===== config.mk =====
export PLATFORM = sky130hd
export DESIGN_NAME = otp_page2_status
export DESIGN_NICKNAME = d
export VERILOG_FILES = /design/src/logic/otp_page2_pkg.sv /design/src/logic/prog_track_if.sv /design/src/logic/otp_page2_status.sv /design/src/logic/otp_prog_tracker.sv
export SDC_FILE = /design/constraint.sdc
export NUM_CORES = 1
export LEC_CHECK = 0
export BUFFER_PORTS_ARGS = -buffer_cell sky130_fd_sc_hd__buf_2
export CORE_MARGIN = 3
export CORE_UTILIZATION = 44
export DETAILED_ROUTE_END_ITERATION = 10
export PLACE_DENSITY_LB_ADDON = 0.05
export REMOVE_ABC_BUFFERS = 1
export SKIP_LAST_GASP = 1
export SYNTH_ARGS = -nofsm -noshare
export SYNTH_HDL_FRONTEND = slang
export SYNTH_SLANG_ARGS = --single-unit

===== constraint.sdc =====
create_clock -name i_sys_clk -period 1.85 [get_ports i_sys_clk]
set_input_delay 0 -clock i_sys_clk [delete_from_list [all_inputs] [get_ports i_sys_clk]]
set_output_delay 0 -clock i_sys_clk [all_outputs]
set_load 0.03 [all_outputs]

===== src/logic/otp_page2_pkg.sv =====
// Constants for the customer page two status block: register map,
// field positions, reset values, interrupt layout and tracker states.
// Assumes one core clock domain shared by every user of the package.
package otp_page2_pkg;

   // Register port geometry
   localparam int unsigned ADDR_W = 16;
   localparam int unsigned DATA_W = 8;

   // Register offsets on the plain register port
   localparam logic [15:0] CUST_PAGE2_STATUS_ADDR = 16'h051b;
   localparam logic [15:0] IRQ_STATUS_ADDR        = 16'h0520;
   localparam logic [15:0] IRQ_MASK_ADDR          = 16'h0521;

   // Reset values
   localparam logic [7:0] CUST_PAGE2_STATUS_RST = 8'h00;
   localparam logic [3:0] IRQ_STATUS_RST        = 4'h0;
   localparam logic [3:0] IRQ_MASK_RST          = 4'h0;

   // Field positions inside customer_page2_status
   localparam int unsigned LOADED_BIT       = 7;
   localparam int unsigned LOAD_WARN_BIT    = 6;
   localparam int unsigned LOAD_ERR_BIT     = 5;
   localparam int unsigned FMT_ERR_BIT      = 4;
   localparam int unsigned PAGE_VALID_BIT   = 3;
   localparam int unsigned NOT_LOW_BIT      = 2;
   localparam int unsigned NOT_HIGH_BIT     = 1;
   localparam int unsigned FIRST_ATTEMPT_BIT = 0;

   // Interrupt status and mask layout
   localparam int unsigned IRQ_W            = 4;
   localparam int unsigned IRQ_LOAD_DONE    = 0;
   localparam int unsigned IRQ_LOAD_FAULT   = 1;
   localparam int unsigned IRQ_PROG_DONE    = 2;
   localparam int unsigned IRQ_SUPPLY_FAULT = 3;

   // Positions in the restore word taken from the nonvolatile record
   localparam int unsigned RS_W        = 4;
   localparam int unsigned RS_VALID    = 3;
   localparam int unsigned RS_NOT_LOW  = 2;
   localparam int unsigned RS_NOT_HIGH = 1;
   localparam int unsigned RS_TRY      = 0;

   // Programming attempt tracker states, one-hot
   typedef enum logic [1:0] {
      PS_IDLE = 2'b01,
      PS_BURN = 2'b10
   } prog_state_t;

endpackage : otp_page2_pkg


===== src/logic/prog_track_if.sv =====
// Carrier between the status block and its programming attempt tracker.
// Assumes both ends run on the same core clock.
`timescale 1ns/1ps
`default_nettype none
interface prog_track_if;
   import otp_page2_pkg::*;
   logic            start;          // Programming attempt begins
   logic            stop;           // Programming attempt ends
   logic            uv;             // Supply low seen this cycle
   logic            ov;             // Supply high seen this cycle
   logic            verify_ok;      // Page read back good at stop
   logic            restore;        // Load flags from the record
   logic [RS_W-1:0] restore_flags;  // Flags from the record
   logic            page_valid;     // Page usable for loading
   logic            not_low;        // No low or high supply in last attempt
   logic            not_high;       // No high supply in last attempt
   logic            attempted;      // First attempt made

   // Status block side
   modport ctl (output start, stop, uv, ov, verify_ok, restore, restore_flags,
                input  page_valid, not_low, not_high, attempted);
   // Tracker side
   modport trk (input  start, stop, uv, ov, verify_ok, restore, restore_flags,
                output page_valid, not_low, not_high, attempted);
endinterface : prog_track_if
`default_nettype wire


===== src/logic/otp_page2_status.sv =====
// Customer page two status register with its interrupt logic.
// Assumes the load engine and programming engine give one-cycle
// pulses synchronous to i_sys_clk, and a plain register port master.
// Nothing here blocks a programming start while the format error reads
// one; keeping away from that is left to host software.
//
// The plain strobed port was left to the implementer.
`timescale 1ns/1ps
`default_nettype none
module otp_page2_status
   import otp_page2_pkg::*;
(
   // Clock, reset and enable
   input  wire logic              i_sys_clk,
   input  wire logic              i_nrst,
   input  wire logic              i_clk_en,
   // Register port
   input  wire logic [ADDR_W-1:0] i_addr,
   input  wire logic [DATA_W-1:0] i_wdata,
   input  wire logic              i_wr,
   input  wire logic              i_rd,
   output logic      [DATA_W-1:0] o_rdata,
   // Load engine
   input  wire logic              i_load_done,
   input  wire logic              i_load_page2_sel,
   input  wire logic              i_load_sec_warn,
   input  wire logic              i_load_ded_err,
   // Programming engine
   input  wire logic              i_prog_start,
   input  wire logic              i_prog_stop,
   input  wire logic              i_prog_uv,
   input  wire logic              i_prog_ov,
   input  wire logic              i_prog_verify_ok,
   // Record restore at start-up
   input  wire logic              i_restore,
   input  wire logic [RS_W-1:0]   i_restore_flags,
   // Interrupt
   output logic                   o_irq
);

   // Full address compare, shared by the read and write decode,
   // so that an alias one bit away never hits
   function automatic logic addr_hit(input logic [ADDR_W-1:0] a,
                                     input logic [ADDR_W-1:0] target);
      addr_hit = (a == target);
   endfunction : addr_hit

   // All state of the block outside the tracker
   typedef struct packed {
      logic              loaded;      // Page two chosen and loaded
      logic              warn;        // Corrected errors during load
      logic              err;         // Uncorrectable error during load
      logic [IRQ_W-1:0]  irq_status;  // Sticky events
      logic [IRQ_W-1:0]  irq_mask;    // Event enables
      logic [DATA_W-1:0] rdata;       // Read data, valid one cycle
   } stat_state_t;

   stat_state_t      s;            // Registered state
   stat_state_t      next_s;       // Next state
   logic [7:0]       status_byte;  // Assembled status view
   logic             fmt_err;      // Derived format error
   logic [IRQ_W-1:0] irq_event;    // Events this cycle
   logic [IRQ_W-1:0] irq_clear;    // Write-one-to-clear bits
   logic             wr_irq_stat;  // Write decodes
   logic             wr_irq_mask;
   logic             load_fault;   // Page two load met any error

   prog_track_if pt ();            // Link to the attempt tracker

   // Programming attempt tracker; it owns the four programming flags,
   // while the three load flags and the interrupt live here
   otp_prog_tracker u_tracker (
      .i_sys_clk (i_sys_clk),
      .i_nrst    (i_nrst),
      .i_clk_en  (i_clk_en),
      .trk       (pt.trk)
   );

   // Drive the tracker from the programming engine pins. The engine
   // is trusted to keep the host rule on format errors; nothing here
   // blocks a start, since the hardware only reports the state.
   assign pt.start         = i_prog_start;
   assign pt.stop          = i_prog_stop;
   assign pt.uv            = i_prog_uv;
   assign pt.ov            = i_prog_ov;
   assign pt.verify_ok     = i_prog_verify_ok;
   assign pt.restore       = i_restore;
   assign pt.restore_flags = i_restore_flags;

   // Supply flags without an attempt mean a corrupt record
   // Kept combinational so a restore shows the record exactly as stored
   assign fmt_err = (pt.not_low | pt.not_high) & ~pt.attempted;

   // Assemble the status byte from flags at their positions
   // Starting from the reset word keeps every bit driven on every path
   always_comb begin
      status_byte                    = CUST_PAGE2_STATUS_RST;
      status_byte[LOADED_BIT]        = s.loaded;
      status_byte[LOAD_WARN_BIT]     = s.warn;
      status_byte[LOAD_ERR_BIT]      = s.err;
      status_byte[FMT_ERR_BIT]       = fmt_err;
      status_byte[PAGE_VALID_BIT]    = pt.page_valid;
      status_byte[NOT_LOW_BIT]       = pt.not_low;
      status_byte[NOT_HIGH_BIT]      = pt.not_high;
      status_byte[FIRST_ATTEMPT_BIT] = pt.attempted;
   end

   // Write decode; the status register itself has no write path
   assign wr_irq_stat = i_wr & addr_hit(i_addr, IRQ_STATUS_ADDR);
   assign wr_irq_mask = i_wr & addr_hit(i_addr, IRQ_MASK_ADDR);

   // Event collection for the interrupt status
   // Supply events count whether or not an attempt runs
   assign load_fault = i_load_page2_sel & (i_load_sec_warn | i_load_ded_err);
   always_comb begin
      irq_event                   = '0;
      irq_event[IRQ_LOAD_DONE]    = i_load_done;
      irq_event[IRQ_LOAD_FAULT]   = i_load_done & load_fault;
      irq_event[IRQ_PROG_DONE]    = i_prog_stop;
      irq_event[IRQ_SUPPLY_FAULT] = i_prog_uv | i_prog_ov;
   end
   // Ones written to the interrupt status address clear those bits
   assign irq_clear = wr_irq_stat ? i_wdata[IRQ_W-1:0] : '0;

   // Next state
   always_comb begin
      // Start from the held state so every field is assigned on every path
      next_s = s;
      // Read data stand for one cycle only
      next_s.rdata = '0;

      // Load result: a load of another page clears all three flags
      // Warning and error only mean anything for a page two load
      if (i_load_done) begin
         next_s.loaded = i_load_page2_sel;
         next_s.warn   = i_load_page2_sel & i_load_sec_warn;
         next_s.err    = i_load_page2_sel & i_load_ded_err;
      end

      // Set wins over a clear in the same cycle
      next_s.irq_status = (s.irq_status & ~irq_clear) | irq_event;

      // Mask takes its new value at the write edge
      if (wr_irq_mask) begin
         next_s.irq_mask = i_wdata[IRQ_W-1:0];
      end

      // Read mux; unmapped addresses read zero
      // The status byte is taken as it stands at the strobe edge
      if (i_rd) begin
         if (addr_hit(i_addr, CUST_PAGE2_STATUS_ADDR)) begin
            next_s.rdata = status_byte;
         end else if (addr_hit(i_addr, IRQ_STATUS_ADDR)) begin
            next_s.rdata = {{(DATA_W-IRQ_W){1'b0}}, s.irq_status};
         end else if (addr_hit(i_addr, IRQ_MASK_ADDR)) begin
            next_s.rdata = {{(DATA_W-IRQ_W){1'b0}}, s.irq_mask};
         end else begin
            next_s.rdata = '0;
         end
      end
   end

   // State register; all flags clear at reset and freeze when disabled
   // Only constants in the reset branch: it must not sample live inputs
   always_ff @(posedge i_sys_clk or negedge i_nrst) begin
      if (!i_nrst) begin
         s.loaded     <= CUST_PAGE2_STATUS_RST[LOADED_BIT];
         s.warn       <= CUST_PAGE2_STATUS_RST[LOAD_WARN_BIT];
         s.err        <= CUST_PAGE2_STATUS_RST[LOAD_ERR_BIT];
         s.irq_status <= IRQ_STATUS_RST;
         s.irq_mask   <= IRQ_MASK_RST;
         s.rdata      <= '0;
      end else if (i_clk_en) begin
         s <= next_s;
      end
   end

   // Outputs
   // The interrupt is a level: it stays high until software clears or
   // masks every pending bit
   assign o_rdata = s.rdata;
   assign o_irq   = |(s.irq_status & s.irq_mask);
endmodule : otp_page2_status
`default_nettype wire


===== src/logic/otp_prog_tracker.sv =====
// Tracks one programming attempt on customer page two and keeps the
// supply and validity results. Assumes start and stop are one-cycle
// pulses from the programming engine, stop only after start.
`timescale 1ns/1ps
`default_nettype none
module otp_prog_tracker
   import otp_page2_pkg::*;
(
   // Clock and reset
   input  wire logic i_sys_clk,
   input  wire logic i_nrst,
   input  wire logic i_clk_en,
   // Link to the status block
   prog_track_if.trk trk
);

   // All tracker state
   typedef struct packed {
      prog_state_t state;       // Attempt in progress or not
      logic        uv_seen;     // Low or high supply seen in this attempt
      logic        ov_seen;     // High supply seen in this attempt
      logic        page_valid;  // Result flags
      logic        not_low;
      logic        not_high;
      logic        attempted;
   } trk_state_t;

   trk_state_t s;       // Registered state
   trk_state_t next_s;  // Next state

   // Next state
   always_comb begin
      next_s = s;
      case (s.state)
         PS_IDLE: begin
            if (trk.start) begin
               // Validity and supply results read zero while the attempt runs
               next_s.attempted  = 1'b1;
               next_s.uv_seen    = 1'b0;
               next_s.ov_seen    = 1'b0;
               next_s.page_valid = 1'b0;
               next_s.not_low    = 1'b0;
               next_s.not_high   = 1'b0;
               next_s.state      = PS_BURN;
            end else if (trk.restore) begin
               // Raw copy: an inconsistent record shows as a format error
               next_s.page_valid = trk.restore_flags[RS_VALID];
               next_s.not_low    = trk.restore_flags[RS_NOT_LOW];
               next_s.not_high   = trk.restore_flags[RS_NOT_HIGH];
               next_s.attempted  = trk.restore_flags[RS_TRY];
            end
         end
         PS_BURN: begin
            // High supply also shuts down as low supply
            next_s.uv_seen = s.uv_seen | trk.uv | trk.ov;
            next_s.ov_seen = s.ov_seen | trk.ov;
            if (trk.stop) begin
               next_s.not_low    = ~next_s.uv_seen;
               next_s.not_high   = ~next_s.ov_seen;
               next_s.page_valid = trk.verify_ok & ~next_s.uv_seen;
               next_s.state      = PS_IDLE;
            end
         end
         default: begin
            next_s.state = PS_IDLE;
         end
      endcase
   end

   // State register, frozen while the clock enable is low
   always_ff @(posedge i_sys_clk or negedge i_nrst) begin
      if (!i_nrst) begin
         s <= '{state: PS_IDLE, default: 1'b0};
      end else if (i_clk_en) begin
         s <= next_s;
      end
   end

   assign trk.page_valid = s.page_valid;
   assign trk.not_low    = s.not_low;
   assign trk.not_high   = s.not_high;
   assign trk.attempted  = s.attempted;
endmodule : otp_prog_tracker
`default_nettype wire


==> results of run 1 <==
## sequential cells by signal, summed over array words and instances, names as in the netlist
name                      count
u_tracker.trk.attempted       1
u_tracker.s                   4
u_tracker.trk.not_low         1
u_tracker.trk.not_high        1
u_tracker.trk.page_valid      1
s                            11
o_rdata                       8
## cells by family (layout without fill, tap and decap cells)
logic type | count (synthesis) | after routing | share of synthesized area (%)
buf+inv | 15 | 74 | 6.482
mux | 12 | 12 | 9.237
compound gates | 32 | 32 | 15.90
flops | 27 | 27 | 48.05
fa+ha+maj | 2 | 2 | 1.776
simple gates | 46 | 46 | 18.56
## power by group through the flow
stage	sequential (µW)	clock (µW)	combinational [µW]
after global routing	734	287	470
after floorplan	721	0	228
after global placement	736	0	363
after CTS	724	263	421
after detailed placement	736	0	384
final	723	252	420
## cells in the final DEF (no fill, tap or decap), drive strengths merged, types with 2 or more instances in the layout
cell type,netlist,routed
a22o,5,5
dlygate4sd3,0,15
buf,10,50
inv,4,4
nand3,4,4
clkbuf,0,3
ha,2,2
o21ai,5,5
mux2,8,8
and4b,2,2
nor2b,2,2
nor3,8,8
a21o,2,2
a31oi,3,3
a22oi,2,2
nand2,9,9
dfrtp,26,26
mux2i,4,4
nor2,11,11
a221o,5,5
a21oi,7,7
## through the flow
stage          utilization, %  std cells  total power (µW)  hold WS (ps)  instance area, µm²
2_1_floorplan               -        124             949.1        -295.6                1336
3_3_place_gp            56.77        216              1098         29.28                1647
3_5_place_dp            56.77        216              1120         33.45                1647
4_1_cts                 62.99        235              1408         14.57                1827
5_1_grt                 62.99        235              1490         4.042                1827
6_report                62.99        235              1396         21.53                1827
## timing repair
action                    in CTS  in global routing
gates resized for setup        0                  0
hold buffers                  15                  0
hold endpoints to repair      39                  0
## path summary, 6_finish.rpt
kind                               startpoint  slack [ps]  cells after the start                        to
setup / recovery               u_tracker.s[6]          80                      7  u_tracker.trk.page_valid
hold / removal             i_restore_flags[1]          20                      4    u_tracker.trk.not_high
setup reg to reg               u_tracker.s[6]          80                      7  u_tracker.trk.page_valid
hold reg to reg                         s[16]         500                      2                     s[16]
max in group asynchronous              i_nrst        1280                      2            u_tracker.s[6]
min in group asynchronous              i_nrst         190                      2                o_rdata[3]
## final cells by class
cell class	count	area, µm²	share of cell area (%)
flip-flops and latches	27	676.9	37.05
multi-input cells	92	640.6	35.07
repair buffers	65	407.9	22.33
well taps	42	52.55	2.877
clock buffers	3	22.52	1.233
inverters	5	18.77	1.027
clock inverters	1	7.507	0.4110
## worst min-delay path, delay by kind of cell
kind | cells | cell delay, ps
AO/OA/AOI/OAI | 1 | 60
multiplexers | 1 | 140
buffers and inverters | 1 | 80
AND/OR/NAND/NOR | 1 | 40
## routing by layer
metal	global-route usage, %	wire (µm)
met5	0	0
met4	4.683	17
met3	3.597	131
met2	27.96	1613
met1	22.12	1411
==> flow_metrics.env, run 1 <==
export IMPL_synth_ff_type="dfrtp_1"
export IMPL_hold_path_class="in2reg"
export IMPL_synth_edff_count=0
export IMPL_grt_pass1_vias=1229
export IMPL_postCtsSetupRepairBufs=0
export IMPL_cp_data_required_time_ps=2070
export IMPL_timing_final_crit_share_pct=95.43
export IMPL_p_sw_share_pct=30.19
export IMPL_ys_types=36
export IMPL_synth_seq_cells=27
export IMPL_rsz0062_at_grt="no"
export IMPL_cts_tree="built"
export IMPL_cp_common_cell="inv_1"
export IMPL_clock_latency_ps=320
export IMPL_p_leak_uw=0.0008809
export IMPL_initial_core_util_pct=48.58
export IMPL_pwr_share_clk_pct=18.1
export IMPL_crit_type="reg2reg"
export IMPL_yosysWarnings=0
export IMPL_startpoint_type="flip-flop"
export IMPL_portBuffers=47
export IMPL_detail_route_antenna_nets=0
export IMPL_cp_max_fo=3
export IMPL_finalSetupTns_ps=0
export IMPL_via_count=1221
export IMPL_core_area_mm2=0.002900
export IMPL_clock_sinks=27
export IMPL_powerDensity_mw_per_mm2=764.2
export IMPL_rows=19
export IMPL_drt_iter0_drc=51
export IMPL_cts_buffer_depth=2
export IMPL_ys_top_cells_by_area="dfrtp_1, mux2_2, buf_4"
export IMPL_cts_inserted_buffers=3
export IMPL_grt_max_degree=28
export IMPL_nFillCells=254
export IMPL_end_kind="flip-flop"
export IMPL_fin_crit_ps=1766
export IMPL_htreeDepth=1
export IMPL_ys_seq_area_share_pct=48.05
export IMPL_pre_cts_ws_ps=100.2
export IMPL_layout_nets=239
export IMPL_clkTransAtPathRegs_ps=140
export IMPL_hpwl_um=2459
export IMPL_ys_top_cells_by_count="dfrtp_1, nor2_1, buf_4, nand2_1"
export IMPL_vias_per_cell=5.196
export IMPL_switching_power_uw=421.5
export IMPL_syn_to_final_growth_pct=29.66
export IMPL_status="completed"
export IMPL_relSlewSlack_pct=61.38
export IMPL_p_comb_share_pct=30.1
export IMPL_grt_first_pass_wirelength_um=5306
export IMPL_grt_antenna_before_repair=0
export IMPL_fmaxAchievable_mhz=566.4
export IMPL_wl_per_cell_um=13.50
export IMPL_drive_gt1_share_pct=35.75
export IMPL_cap_violations=0
export IMPL_root_buffer="clkbuf_4"
export IMPL_place_congestion=0.7806
export IMPL_tightestPinTransition_ps=579.2
export IMPL_yosysTopAreaCell="dfrtp_1"
export IMPL_crit_slowest_cell="dfstp_2"
export IMPL_globalRouteTotalUtil_pct=16.84
export IMPL_setup_viol=0
export IMPL_die_area_mm2=0.003917
export IMPL_p_seq_share_pct=51.8
export IMPL_finalHoldViolCount=0
export IMPL_maxSlewViolCount=0
export IMPL_path_buf_inv=3
export IMPL_die_w_um=62.59
export IMPL_overflow=0
export IMPL_synth_cells=134
export IMPL_critPathTopFamily="flip-flops"
export IMPL_drcViolationCount=0
export IMPL_finalClockSkew_ps=3.444
export IMPL_slowest_delay_ps=570
export IMPL_synthArstFlopShare_pct=100.0
export IMPL_p_int_uw=974.5
export IMPL_synthesis_area_mm2=0.001409
export IMPL_yosysMostFrequentCell="dfrtp_1"
export IMPL_finalWirelength_um=3173
export IMPL_cp_arrival_ps=1990
export IMPL_io_pins=52
export IMPL_worst_slack_ps=84.49
export IMPL_syn_area_per_cell_um2=10.51
export IMPL_worstPathCellList="inv_1 > ha_1 > inv_1 > o21ai_0 > nor3_1 > buf_4 > mux2_2"
export IMPL_diodes=0
export IMPL_synth_top_area_share_pct=46.18
export IMPL_drt_first_pass_iters=4
export IMPL_die_y_um=62.59
export IMPL_peakVddDrop_mv=0.5766
(Power assumes the default switching activity.)
==> run 2: changes to the inputs <==
Settings changed: CELL_PAD_IN_SITES_DETAIL_PLACEMENT set to 1, CELL_PAD_IN_SITES_GLOBAL_PLACEMENT set to 1, CORE_UTILIZATION 44 to 30, RECOVER_POWER set to 25.
==> run 2 against run 1 <==
Non-clock buffer count is 6 lower. Worst setup slack worse by 11 ps. Sequential share of layout area is 0.65 points higher. Worst hold slack worse by 20 ps. First-iteration DRC count is 14% higher. Global-route usage is 2.8 points lower. Combinational power is 1% higher. Sequential power is 0.6% higher. Via count is 0.49% lower. Largest power group unchanged. Maximum frequency is 0.64% lower. Die area is 42% higher.
==> flow_metrics.env, run 2 (same netlist as run 1, synthesis figures left out) <==
export IMPL_hold_path_class="in2reg"
export IMPL_p_leak_uw=0.0008705
export IMPL_dpl_cell_area_mm2=0.001659
export IMPL_die_area_mm2=0.005555
export IMPL_nFillCells=537
export IMPL_drive_gt1_share_pct=36.90
export IMPL_overflow=0
export IMPL_grt_antenna_before_repair=0
export IMPL_vias_per_cell=5.084
export IMPL_rsz0062_at_grt="no"
export IMPL_place_congestion=0.7896
export IMPL_highest_layer="met4"
export IMPL_largest_register="s"
export IMPL_startpoint_type="flip-flop"
export IMPL_finalWirelength_um=3660
export IMPL_slowest_delay_ps=540
export IMPL_peakVddDrop_mv=0.4344
export IMPL_wl_per_cell_um=15.31
export IMPL_fin_area_mm2=0.001795
export IMPL_register_area_um2=676.9
export IMPL_multiInputGateArea_um2=645.6
export IMPL_finalClockSkew_ps=2.227
export IMPL_drcViolationCount=0
export IMPL_initial_core_util_pct=31.70
export IMPL_cp_data_required_time_ps=2010
export IMPL_crit_slowest_cell="dfstp_2"
export IMPL_htreeDepth=1
export IMPL_cts_tree="built"
export IMPL_syn_to_final_growth_pct=27.44
export IMPL_fmaxAchievable_mhz=562.8
export IMPL_powerDensity_mw_per_mm2=823.5
export IMPL_via_count=1215
export IMPL_crit_type="reg2reg"
export IMPL_instances_no_fill=239
export IMPL_clkTransAtPathRegs_ps=90
export IMPL_fin_crit_ps=1777
export IMPL_clock_latency_ps=270
export IMPL_post_route_util_pct=40.40
export IMPL_root_buffer="clkbuf_8"
export IMPL_tightestPinTransition_ps=1430
export IMPL_timing_final_crit_share_pct=96.05
export IMPL_setup_viol=0
export IMPL_finalSetupTns_ps=0
export IMPL_cap_violations=0
export IMPL_grt_pass1_vias=1309
export IMPL_drt_first_pass_iters=4
export IMPL_hpwl_um=2974
export IMPL_core_area_mm2=0.004444
export IMPL_rows=24
export IMPL_relSlewSlack_pct=4.676
export IMPL_routed_wl_met2_um=1868
export IMPL_die_y_um=74.53
export IMPL_portBuffers=47
export IMPL_worstPathCellList="inv_1 > ha_1 > inv_1 > o21ai_0 > nor3_2 > buf_4 > mux2_2"
export IMPL_cts_buffer_depth=2
export IMPL_cp_max_fo=3
export IMPL_routed_wl_met3_um=126
export IMPL_status="completed"
export IMPL_dp_cells=226
export IMPL_end_kind="flip-flop"
export IMPL_drt_iter0_drc=58
export IMPL_die_w_um=74.53
export IMPL_diodes=0
export IMPL_cp_arrival_ps=1930
export IMPL_clock_sinks=27
export IMPL_grt_first_pass_wirelength_um=5968
export IMPL_layout_commonest_cell="buf_2"
export IMPL_layout_nets=233
export IMPL_cp_common_cell="inv_1"
export IMPL_total_power_uw=1479
export IMPL_grt_max_degree=28
export IMPL_io_pins=52
export IMPL_wl_met1_um=1622
export IMPL_cts_inserted_buffers=3
export IMPL_largest_register_ffs=11
export IMPL_finalHoldViolCount=0
export IMPL_detail_route_antenna_nets=0
export IMPL_final_cell_mix="buf_2, dfrtp_1, nor2_1"
export IMPL_globalRouteTotalUtil_pct=14.08
export IMPL_maxSlewViolCount=0
[run 2: changes by cell type in the layout (fill, tap and decap cells not counted)]
| cell | before | now |
|---|---|---|
| nor3_2 | 0 | 1 |
| dlygate4sd3_1 | 15 | 8 |
| clkbuf_4 | 3 | 0 |
| clkbuf_8 | 0 | 3 |
| clkbuf_1 | 0 | 2 |
| clkinvlp_4 | 1 | 0 |
| buf_4 | 3 | 4 |
| buf_2 | 47 | 46 |
| nor3_1 | 8 | 7 |
[run 2: stage by stage]
stage          hold slack [ps]  setup WS, ps
5_1_grt                  4.895         2.191
6_report                 1.147         73.12
4_1_cts                  5.362         2.710
3_3_place_gp             50.82         63.74
2_1_floorplan           -295.6         39.55
3_5_place_dp             41.42         12.00
[run 2: cell type report]
class,instances,share of cell area [%]
clock buffer,4,2.509
inverter,5,1.045
multi-input combinational,92,35.96
sequential,27,37.70
timing repair buffer,59,19.16
tap,52,3.624
[run 2: report_power, final]
group / internal, µW / total, µW / switching (µW)
logic: 217 / 425 / 208
registers: 672 / 727 / 55.5
clock network: 154 / 327 / 173
[run 2: metal layers]
metal / GRT usage (%) / up-vias
li1: - / 594
met1: 17.58 / 593
met2: 24.49 / 24
met3: 2.973 / 4
met4: 3.953 / 0
met5: 0 / -
[run 2: final timing paths]
kind	from	endpoint	slack, ps	cells past startpoint
min in group asynchronous	i_nrst	s[17]	590	2
worst max-delay path	u_tracker.s[6]	u_tracker.trk.not_low	70	7
max in group asynchronous	i_nrst	u_tracker.s[7]	430	2
worst min-delay path	i_load_page2_sel	s[17]	1	3
worst max register to register	u_tracker.s[6]	u_tracker.trk.not_low	70	7
worst min register to register	s[16]	s[16]	490	2
[run 2: critical path, delay by kind of cell (launching register included)]
| family | cells | cell delay (ps) |
|---|---|---|
| AND/OR/NAND/NOR | 1 | 210 |
| buffers and inverters | 3 | 270 |
| AO/OA/AOI/OAI | 1 | 130 |
| multiplexers | 1 | 320 |
| flip-flops | 1 | 540 |
| adder cells (fa/ha/maj) | 1 | 200 |
[run 2: timing repair]
item / in CTS / in global routing
gates resized for setup: 0 / 1
hold buffers: 8 / 0
pin swaps: 1 / 1
hold endpoints to repair: 34 / 0
cloned: 0 / 0
endpoints found under the setup margin: 3 / 3
buffers inserted: 1 / 0
